==> config.mk <==
export PLATFORM = sky130hd
export DESIGN_NAME = eqc_cmd
export DESIGN_NICKNAME = d
export VERILOG_FILES = /design/src/verilog/eqc_pkg.sv /design/src/verilog/eqc_cmd.sv
export VERILOG_INCLUDE_DIRS = /design/src /design/src/verilog
export SDC_FILE = /design/constraint.sdc
export NUM_CORES = 1
export LEC_CHECK = 0
export BUFFER_PORTS_ARGS = -buffer_cell sky130_fd_sc_hd__buf_2
export CORE_MARGIN = 3
export CORE_UTILIZATION = 40
export DETAILED_ROUTE_END_ITERATION = 8
export PLACE_DENSITY_LB_ADDON = 0.2
export SLEW_MARGIN = 20
export SYNTH_ARGS = -nofsm -noshare
export SYNTH_HDL_FRONTEND = slang
export SYNTH_SLANG_ARGS = --single-unit
==> constraint.sdc <==
create_clock -name clk_sys -period 8.8 [get_ports clk_sys]
set_input_delay 0.88 -clock clk_sys [delete_from_list [all_inputs] [get_ports clk_sys]]
set_output_delay 0.88 -clock clk_sys [all_outputs]
set_load 0.01 [all_outputs]
==> src/verilog/eqc_regs.svh <==
// Constants of the error queue and configuration command block
// Assumes inclusion by eqc_cmd only
`ifndef EQC_REGS_SVH
`define EQC_REGS_SVH
`define EQC_QUEUE_DEPTH 10
`define EQC_CODE_NO_ERROR 16'h0000
`define EQC_CODE_OVERFLOW 16'h015e
`define EQC_POLES_FOUR 3'h4
`define EQC_POLES_SIX 3'h6
`define EQC_POLES_RESET 3'h4
`define EQC_VERSION_DEFAULT 32'h00000001
`define EQC_SERIAL_DEFAULT 32'h00000000
`endif

==> src/verilog/eqc_pkg.sv <==
// Types of the error queue and configuration command block
// Commands arrive already parsed from the instrument bus
package eqc_pkg;
  typedef enum logic [3:0] {
    EQC_NOP = 4'h0,
    EQC_POLE_SET = 4'h1,
    EQC_POLE_QUERY = 4'h2,
    EQC_STATUS_DEFAULTS = 4'h3,
    EQC_QUEUE_POP = 4'h4,
    EQC_SYS_ERROR_POP = 4'h5,
    EQC_ACCEPT_LIST = 4'h6,
    EQC_ACCEPT_QUERY = 4'h7,
    EQC_BLOCK_LIST = 4'h8,
    EQC_BLOCK_QUERY = 4'h9,
    EQC_QUEUE_FLUSH = 4'ha,
    EQC_SYS_FLUSH = 4'hb,
    EQC_VERSION_QUERY = 4'hc,
    EQC_SERIAL_QUERY = 4'hd
  } eqc_cmd_e;
endpackage

==> src/verilog/eqc_cmd.sv <==
// Error queue, message filter and pole-count configuration commands
// Assumes a parser upstream: one command per cmdValid pulse, lists as masks
`timescale 1ns/10ps
`include "eqc_regs.svh"
// Overview of operation
// Each of two relays keeps its own pole count; only 4 or 6 accepted.
// Pole query answers the count now set for that relay.
// Status defaults command restores filter mask; it has no query form.
// Queue holds at most ten messages.
// Queue is first-in first-out; each read returns and removes oldest.
// Filling the last slot stores overflow code 350 instead.
// Queue is empty after power-up.
// Reading an empty queue answers code 0, no error.
// Each queued message carries its numeric code.
// At power-up status messages blocked, errors accepted; only accepted ones queue.
// Accept list first blocks all codes, then accepts exactly listed ones.
// Empty accept list leaves every code blocked.
// Block list blocks listed codes, others unchanged.
// Accept query answers the codes currently accepted.
// Block query answers the codes currently blocked.
// Both flush commands empty the queue; neither has a query form.
// Status pop query and system error query behave identically.
// An answer leaves only after the query and then talk addressing.
// Version query answers the command-language version.
// Serial query answers the serial number only.
// Mask is checked when an event posts; blocked events use no space.
module eqc_cmd #(
  parameter int NCODES = 32,
  parameter logic [NCODES-1:0] STATUS_CODES = '0,
  parameter logic [31:0] LANG_VERSION = `EQC_VERSION_DEFAULT,
  parameter logic [31:0] SERIAL_NUMBER = `EQC_SERIAL_DEFAULT
) (
  input wire logic clk_sys,
  input wire logic nrst,
  input wire logic cmdValid,
  input wire eqc_pkg::eqc_cmd_e cmdOp,
  input wire logic cmdRelay,
  input wire logic [2:0] cmdPoles,
  input wire logic [NCODES-1:0] cmdList,
  input wire logic evtValid,
  input wire logic [4:0] evtIndex,
  input wire logic [15:0] evtCode,
  input wire logic talkAddressed,
  output logic rspValid,
  output logic [31:0] rspData,
  output logic cmdReject,
  output logic [3:0] queueCount
);
  import eqc_pkg::*;

  localparam int DEPTH = `EQC_QUEUE_DEPTH;

  initial
  begin
    if (NCODES < 1 || NCODES > 32)
    begin
      $error("eqc_cmd: NCODES must lie in 1..32");
    end
    // Count and pointers are four bits wide
    if (DEPTH < 2 || DEPTH > 15)
    begin
      $error("eqc_cmd: queue depth must lie in 2..15");
    end
  end

  typedef struct packed {
    logic [2:0] pole0;
    logic [2:0] pole1;
    logic [NCODES-1:0] accept;
    logic [DEPTH-1:0][15:0] slot;
    logic [3:0] head;
    logic [3:0] count;
    logic pending;
    logic [31:0] answer;
    logic rspValid;
    logic [31:0] rspData;
    logic reject;
  } eqc_state_s;

  eqc_state_s st;
  eqc_state_s next_st;

  function automatic logic [3:0] wrapIdx(input logic [3:0] base, input logic [3:0] off);
    logic [4:0] sum;
    sum = {1'b0, base} + {1'b0, off};
    if (sum >= 5'(DEPTH))
    begin
      sum = sum - 5'(DEPTH);
    end
    return sum[3:0];
  endfunction

  function automatic eqc_state_s resetState();
    eqc_state_s r;
    r = '0;
    r.pole0 = `EQC_POLES_RESET;
    r.pole1 = `EQC_POLES_RESET;
    r.accept = ~STATUS_CODES;
    return r;
  endfunction

  // Only the two documented pole counts may be stored
  function automatic logic poleLegal(input logic [2:0] poles);
    return (poles == `EQC_POLES_FOUR) || (poles == `EQC_POLES_SIX);
  endfunction

  function automatic logic [31:0] poleAnswer(input logic [2:0] poles);
    return {29'h0, poles};
  endfunction

  // Queue answers carry the code in the low half, upper half zero
  function automatic logic [31:0] codeAnswer(input logic [15:0] code);
    return {16'h0, code};
  endfunction

  function automatic logic [31:0] maskAnswer(input logic [NCODES-1:0] mask);
    logic [31:0] r;
    r = '0;
    r[NCODES-1:0] = mask;
    return r;
  endfunction

  function automatic logic queueEmpty(input logic [3:0] level);
    return level == 4'h0;
  endfunction

  function automatic logic queueFull(input logic [3:0] level);
    return level >= 4'(DEPTH);
  endfunction

  // The last free slot takes the overflow marker, not the event
  function automatic logic lastSlot(input logic [3:0] level);
    return level == 4'(DEPTH - 1);
  endfunction

  // Indices beyond the mask are never accepted
  function automatic logic codeAccepted(input logic [NCODES-1:0] mask, input logic [4:0] idx);
    logic hit;
    hit = 1'b0;
    for (int j = 0; j < NCODES; j++)
    begin
      if (5'(j) == idx)
      begin
        hit = mask[j];
      end
    end
    return hit;
  endfunction

  function automatic logic isQuery(input eqc_cmd_e op);
    logic q;
    case (op)
      EQC_POLE_QUERY, EQC_QUEUE_POP, EQC_SYS_ERROR_POP, EQC_ACCEPT_QUERY,
        EQC_BLOCK_QUERY, EQC_VERSION_QUERY, EQC_SERIAL_QUERY:
        q = 1'b1;
      default:
        q = 1'b0;
    endcase
    return q;
  endfunction

  // Both pop queries share one path; an empty queue answers no error
  function automatic eqc_state_s popQueue(input eqc_state_s s);
    eqc_state_s r;
    logic [15:0] code;
    r = s;
    code = `EQC_CODE_NO_ERROR;
    if (!queueEmpty(s.count))
    begin
      code = s.slot[s.head];
      r.head = wrapIdx(s.head, 4'h1);
      r.count = s.count - 4'h1;
    end
    r.answer = codeAnswer(code);
    r.pending = 1'b1;
    return r;
  endfunction

  // Flush keeps stored words; only the pointers move
  function automatic eqc_state_s flushQueue(input eqc_state_s s);
    eqc_state_s r;
    r = s;
    r.count = 4'h0;
    r.head = 4'h0;
    return r;
  endfunction

  // Event stage runs on the state after this cycle's pop or flush
  function automatic eqc_state_s postEvent(input eqc_state_s s, input logic take,
    input logic [15:0] code);
    eqc_state_s r;
    logic [3:0] tail;
    r = s;
    tail = wrapIdx(s.head, s.count);
    if (take && !queueFull(s.count))
    begin
      if (lastSlot(s.count))
      begin
        r.slot[tail] = `EQC_CODE_OVERFLOW;
      end
      else
      begin
        r.slot[tail] = code;
      end
      r.count = s.count + 4'h1;
    end
    return r;
  endfunction

  // A query loaded in the same cycle as talk stays pending, not lost
  function automatic eqc_state_s serveTalk(input eqc_state_s s, input logic go,
    input logic fresh, input logic [31:0] ans);
    eqc_state_s r;
    r = s;
    if (go)
    begin
      r.rspValid = 1'b1;
      r.rspData = ans;
      r.pending = fresh;
    end
    return r;
  endfunction

  always_comb
  begin
    logic accepted;
    logic fresh;
    next_st = st;
    accepted = 1'b0;
    fresh = 1'b0;
    next_st.rspValid = 1'b0;
    next_st.reject = 1'b0;
    if (cmdValid)
    begin
      case (cmdOp)
        EQC_NOP:
        begin
          next_st.reject = 1'b0;
        end

        EQC_POLE_SET:
        begin
          if (poleLegal(cmdPoles))
          begin
            if (cmdRelay)
            begin
              next_st.pole1 = cmdPoles;
            end
            else
            begin
              next_st.pole0 = cmdPoles;
            end
          end
          else
          begin
            next_st.reject = 1'b1;
          end
        end

        EQC_POLE_QUERY:
        begin
          next_st.answer = poleAnswer(cmdRelay ? st.pole1 : st.pole0);
          next_st.pending = 1'b1;
        end

        EQC_STATUS_DEFAULTS:
        begin
          next_st.accept = ~STATUS_CODES;
        end

        EQC_QUEUE_POP:
        begin
          next_st = popQueue(next_st);
        end

        EQC_SYS_ERROR_POP:
        begin
          next_st = popQueue(next_st);
        end

        EQC_ACCEPT_LIST:
        begin
          next_st.accept = cmdList;
        end

        EQC_BLOCK_LIST:
        begin
          next_st.accept = st.accept & ~cmdList;
        end

        EQC_ACCEPT_QUERY:
        begin
          next_st.answer = maskAnswer(st.accept);
          next_st.pending = 1'b1;
        end

        EQC_BLOCK_QUERY:
        begin
          next_st.answer = maskAnswer(~st.accept);
          next_st.pending = 1'b1;
        end

        EQC_QUEUE_FLUSH:
        begin
          next_st = flushQueue(next_st);
        end

        EQC_SYS_FLUSH:
        begin
          next_st = flushQueue(next_st);
        end

        EQC_VERSION_QUERY:
        begin
          next_st.answer = LANG_VERSION;
          next_st.pending = 1'b1;
        end

        EQC_SERIAL_QUERY:
        begin
          next_st.answer = SERIAL_NUMBER;
          next_st.pending = 1'b1;
        end

        default:
        begin
          next_st.reject = 1'b1;
        end
      endcase
    end
    // Event after any pop or flush of the same cycle, so it sees the room they free
    accepted = evtValid && codeAccepted(st.accept, evtIndex);
    fresh = cmdValid && isQuery(cmdOp);
    next_st = postEvent(next_st, accepted, evtCode);
    next_st = serveTalk(next_st, st.pending && talkAddressed, fresh, st.answer);
  end

  always_ff @(posedge clk_sys or negedge nrst)
  begin
    if (!nrst)
    begin
      st <= resetState();
    end
    else
    begin
      st <= next_st;
    end
  end

  assign rspValid = st.rspValid;
  assign rspData = st.rspData;
  assign cmdReject = st.reject;
  assign queueCount = st.count;
endmodule // eqc_cmd

---- Word level (Yosys, flattened, before mapping) ----
Index checks and enable logic that the tools add are counted.
word-level totals
  flip-flop bits (word level) ............. 273
  latch bits .............................. 0
  memory bits (writable) .................. 0
  memory bits (read-only) ................. 0
  input port bits ......................... 66
  word-level logic and storage cells ...... 163
  memories ................................ 0
cells by class
  add/subtract/negate cells ............... 6
  multipliers ............................. 0
  div/mod/pow operators ................... 0
  $lt $le $gt $ge ......................... 6
  eq/ne operators ......................... 47
  shifts and indexed selects .............. 0
  muxes and demuxes ....................... 54
  bitwise gates (word level) .............. 7
  reduce and logical (&&, ||, !) cells .... 23
operators with widths
  operator            number
  $mux 160            2
  $pmux 33 s6         1
  $bwmux 160          1
  $and 100x100->100   1
  $not 100->100       1
  $pmux 32 s3         1
  $eq 5x5->1 const A  16
  $mux 75             1
  $bmux 16 s4         1
  $demux 16 s4        1
  $not 32->32         2
  $or 60x60->60       1
  $mux 16             3
  $eq 4x5->1 const A  8
  $mux 1              35
  $mux 33             1
  $and 32x32->32      1
  $eq 4x4->1 const B  7
  $eq 3x5->1 const A  4
  $eq 4x3->1 const B  4
  $pmux 8 s2          1
  $reduce_or 13->1    1
  $mux 4              3
  $eq 2x5->1 const A  2
  other kinds (30)    44

---- Longest topological paths before layout ----
  depth after elaboration ................. 36
  depth in mapped cells ................... 22

---- Least setup slack after synthesis ----
Ideal clock, no wire load.
  path type ............................... in2reg
  start point ............................. input cmdOp[1]
  end point ............................... register st[113] (netlist name)
  setup time .............................. 0.125 ns
  data arrival time ....................... 5.334 ns
  data required time ...................... 8.675 ns
  path slack .............................. 3.341 ns
  stages .................................. 18
  path through ............................ buf_2 nor3_4 clkbuf_1 clkbuf_1 mux2_2 o21ai_0 ha_1 fa_1 xor2_1 inv_1 ha_1 o311ai_0 o221ai_1 or3b_1 buf_2 nor4b_4 buf_4 mux2_2
RTL lines
  item                  line            source
  from (decl)           eqc_cmd.sv:36   input wire eqc_pkg::eqc_cmd_e cmdOp,
  to (signal assigned)  eqc_cmd.sv:342  st <= resetState();
  to (signal assigned)  eqc_cmd.sv:346  st <= next_st;
  to (decl)             eqc_cmd.sv:80   eqc_state_s st;

---- Worst setup path in the final report ----
  start point ............................. register st (netlist bit queueCount[0])
  end point ............................... register st[225] (netlist name)
between the ends
  longest elaborated chain between the ends .. 14
  elaborated cells between the ends (all ways) .. 22
  classes of those cells .................. 3 x add/sub; 4 x order compare; 1 x eq/ne; 9 x mux; 1 x bitwise; 4 x reduce/logical
ends and longest elaborated chain
  item                                                            line                            source
  $sub 4x1->4 or $logic_not 4->1 (tied branches)                  eqc_cmd.sv:172, eqc_cmd.sv:124
  $mux 8                                                          eqc_cmd.sv:168                  if (!queueEmpty(s.count))
  $pmux 8 s2                                                      eqc_cmd.sv:235                  case (cmdOp)
  $mux 75 (*)                                                     eqc_cmd.sv:233                  if (cmdValid)
  $add 4x4->5                                                     eqc_cmd.sv:85                   sum = {1'b0, base} + {1'b0, off};
  $sub 4x4->4 or $ge 5x4->1 (tied branches)                       eqc_cmd.sv:88, eqc_cmd.sv:86
  $mux 4                                                          eqc_cmd.sv:86                   if (sum >= 5'(DEPTH))
  $lt 4x5->1 (implied by the code) or $ge 4x1->1 (tied branches)  eqc_cmd.sv:203                  r.slot[tail] = code;
  $logic_and 1x1->1 (implied by the code)                         eqc_cmd.sv:203
  $mux 16 (implied by the code)                                   eqc_cmd.sv:203
  $demux 16 s4                                                    eqc_cmd.sv:203
  $bwmux 160 or $or 60x60->60 (tied branches)                     -
  $mux 160                                                        eqc_cmd.sv:197                  if (lastSlot(s.count))
  $mux 160 (*)                                                    eqc_cmd.sv:195                  if (take && !queueFull(s.count))
Every way passes the cells marked *; elsewhere a longest branch is shown, timed or not. The select of a mux whose other input is x is not followed.
A chain may end at the register's enable or synchronous reset.

==> metrics.md <==
| Metric | Value |
|---|---|
| Final WL | `between 30 and 40 mm` |
| Outcome | `completed` |
| Syn Inst Count | `about 1,200` |
| Flops & latches, synth | `approximately 270` |
| H-tree Lvls | `1` |
| Buffer and inverter count on the worst path | `3` |
| DIE AREA | `between 30,000 and 40,000 µm²` |
| Final hold vios | `0` |
| Final instance area | `between 15,000 and 20,000 µm²` |
| Max-slew violations | `0` |
| Drt drc | `0` |
| WP depth | `18` |
| Inst Count DP | `1,666` |
| Core Area | `~35,000 µm²` |
| FF-to-FF End | `st[225]` |
| Placed Area | `14,700 µm²` |
| DP HPWL | `~22 mm` |
| Cts repair resizes | `0` |
| Vias | `9,386` |
| Setup Viol. Count Final | `0` |
| Critical Path Source Type | `register` |
| Cell breakdown of the critical path | `inv_1, ha_1, nor3b_2, nor3_4, o21ai_0, a21oi_1, inv_1, ha_1, fa_1, xor2_1, inv_1, ha_1, a21boi_0, nor3_1, o2bb2ai_2, nand4_1, or4_1, mux2_4` |
| Setup Buffers After CTS | `0` |
| Number of buffers added on ports | `between 100 and 150` |
| CTS tree | `yes` |
| Clock latency at the later pin of the worst-skew pair | `roughly 550 ps` |
| Slew headroom | `between 20% and 30%` |
| Routed Antenna Nets | `0` |
| Min cycle time layout | `about 6400 ps` |
| Share of cells above drive strength 1 | `37.2%` |
| MaxCap Viol Count | `0` |
| Routed vias/inst | `5.45` |
| Syn-to-layout area delta | `11.4%` |
| Worst path top cell family by delay | `simple AND/OR/NAND/NOR gates` |
| Syn_nets | `1,300` |
| First-pass GRT wire length | `~56 mm` |
| Synth cell types | `75` |
| Reg2Reg Setup Slack | `between 2000 and 2500 ps` |
| Crit. End Element | `register` |
| Power Dens Cells | `roughly 310 nW/µm²` |
| RSZ-0062 raised after global routing | `no` |
| Critical path origin | `queueCount[0]` |
| Clock Path Buffers | `3` |
| Crit path to | `st[225]` |
| RD Place Congestion | `about 0.76` |
| Antenna violations before repair | `0` |
| Critical path class | `reg2reg` |
| Syn. warnings | `0` |
| Avg WL per Cell | `~20 µm` |
| Grt ovf | `0` |
| CTS Sinks | `about 270` |
| Most common cell in the netlist | `dfrtp_1` |
| Initial Utilization | `40.7%` |
| Root Driver | `clkbuf_16` |
| Main synth FF type | `dfrtp_1` |
| Post-synth ARST share | `100%` |
| Reg2Reg Launch Point | `queueCount[0]` |
| Req. time, crit path | `just over 9000 ps` |
| Area leader, netlist | `dfrtp_1` |
| Measured slew at the worst slew-check pin | `approximately 1100 ps` |
| Fin nets | `about 1,300` |
| First drt pass iteration count | `6` |
| CTS buffer count | `31` |
| Final std cells w/o fill | `approximately 1,700` |
| EDFF count, synth | `0` |
| CP max-delay cell | `or4_1` |
| Post-route clock skew | `a little over 9 ps` |
| Die Width | `194 µm` |
| Hold_buf cts | `0` |
| Mapped cell area | `14,100 µm²` |
| Iter 0 DRT Violations | `514` |
| Reg clk slew, reported paths | `around 60 ps` |
| Peak VDD IR | `approximately 0.15 mV` |
| Share of the clock period used by the worst path | `roughly three quarters` |
| Synth Area per Inst | `between 10 and 15 µm²` |
| Arr. time, crit path | `around 6900 ps` |
| FP Rows | `68` |
| CP max stage delay | `about 960 ps` |
| Hold Path Class | `in2async` |
| Die extent in y | `194 µm` |
| Area contributors post-synth | `dfrtp_1, mux2_2, dfstp_2` |
| Top-area cell type share of the netlist area | `about 42%` |
| CP Max Fanout | `22` |
| Lkg Pwr | `approximately 7.2 nW` |
| # diodes | `0` |
| Seq/Total Area, Yosys | `48.6%` |
| # IOs | `roughly 100` |
| Worst r2r path cells | `18` |
| Maximum clock rate | `between 150 and 200 MHz` |
| Fill count | `~3,200` |
| GRT Resource Usage Total | `between 10% and 20%` |
| Vias in the first global route | `~9,400` |
| TNS Setup | `0 ps` |
| Post-synth top cells | `dfrtp_1, mux2_2, o21ai_0` |
| Largest net degree at the start of global routing | `77` |
-- logic make-up after synthesis --
kind of cell    count (synthesis)  synth area share [%]
compound gates                275                  11.3
flops                         273                  48.6
mux                           260                  23.7
simple gates                  227                  9.00
buf+inv                       166                  5.74
fa+ha+maj                      13                  1.20
xor+xnor                        7                 0.434
-- how the worst min path moves through the flow --
| stage | start | end | slack, ps | cells past startpoint |
|---|---|---|---|---|
| 6_report | nrst | rspValid | 290 | 1 |
| 5_1_grt | nrst | st[57] | 330 | 1 |
| 4_1_cts | nrst | rspData[28] | 310 | 1 |
| 3_5_place_dp | st[51] | st[51] | 470 | 2 |
| 3_3_place_gp | st[51] | st[51] | 460 | 2 |
| 2_1_floorplan | st[34] | st[34] | 450 | 1 |
-- area by class of cell --
| cell class | instances | area (µm²) | area share [%] |
|---|---|---|---|
| sequential | 273 | 6880 | 43.7 |
| multi-input combinational | 782 | 6480 | 41.2 |
| inverter | 32 | 120 | 0.763 |
| tap | 455 | 569 | 3.62 |
| timing repair buffer | 124 | 683 | 4.34 |
| clock buffer | 50 | 897 | 5.70 |
| clock inverter | 7 | 114 | 0.723 |
-- worst reg2reg max path, cell delays in order, from the launching register on --
cell and delay, ps:
dfrtp_1 420, inv_1 80, ha_1 210, nor3b_2 170
nor3_4 830, o21ai_0 320, a21oi_1 410, inv_1 150
ha_1 240, fa_1 470, xor2_1 210, inv_1 80
ha_1 230, a21boi_0 210, nor3_1 80, o2bb2ai_2 510
nand4_1 270, or4_1 960, mux2_4 490
-- layout by cell type (no fill, tap or decap), drive strengths merged, types with 3 or more instances in the layout --
cell,n
nor2b,19
nand4b,3
o211ai,18
dfstp,34
or2,11
and3b,3
o311ai,5
nor4b,3
a31oi,4
bufinv,3
nand3b,3
nor4,5
mux2,202
mux4,33
or3b,3
mux2i,25
nor3,7
buf,124
o21ai,132
inv,33
a21oi,75
nand4,3
nand2b,11
nor2,77
clkinv,3
and2,3
nand3,7
nor3b,8
clkbuf,50
nand2,53
xnor2,3
a211oi,17
xor2,4
a21o,3
ha,12
dfrtp,239
-- through the flow --
stage                     util, %  power (mW)  setup slack [ps]  hold WS, ps
after floorplan                 -        3.20              3340          446
after global placement       42.4        3.55              2120          460
after detailed placement     42.4        3.59              1900          471
after CTS                    45.3        4.89              2320          313
after global routing         45.3        5.15              1940          325
final                        45.3        4.84              2360          288
-- flip-flops by register name, indices dropped and copies added, names as in the netlist --
signal	flops
st	235
rspData	32
queueCount	4
cmdReject	1
rspValid	1
-- routing by layer --
layer / routed length, µm / part of all wire (%) / vias to the layer above / GRT usage (%)
li1: - / - / 4387 / -
met1: 16300 / 48 / 4778 / 26.6
met2: 16000 / 47 / 179 / 29.2
met3: 1410 / 4.1 / 42 / 2.47
met4: 638 / 1.9 / 0 / 3.64
met5: 0 / 0 / - / 0
-- power breakdown --
part / switching, mW / internal, mW
Combinational: 0.815 / 0.804
Sequential: 0.251 / 1.69
Clock: 0.500 / 0.780
No activity file was read; power rests on OpenSTA's default activity.
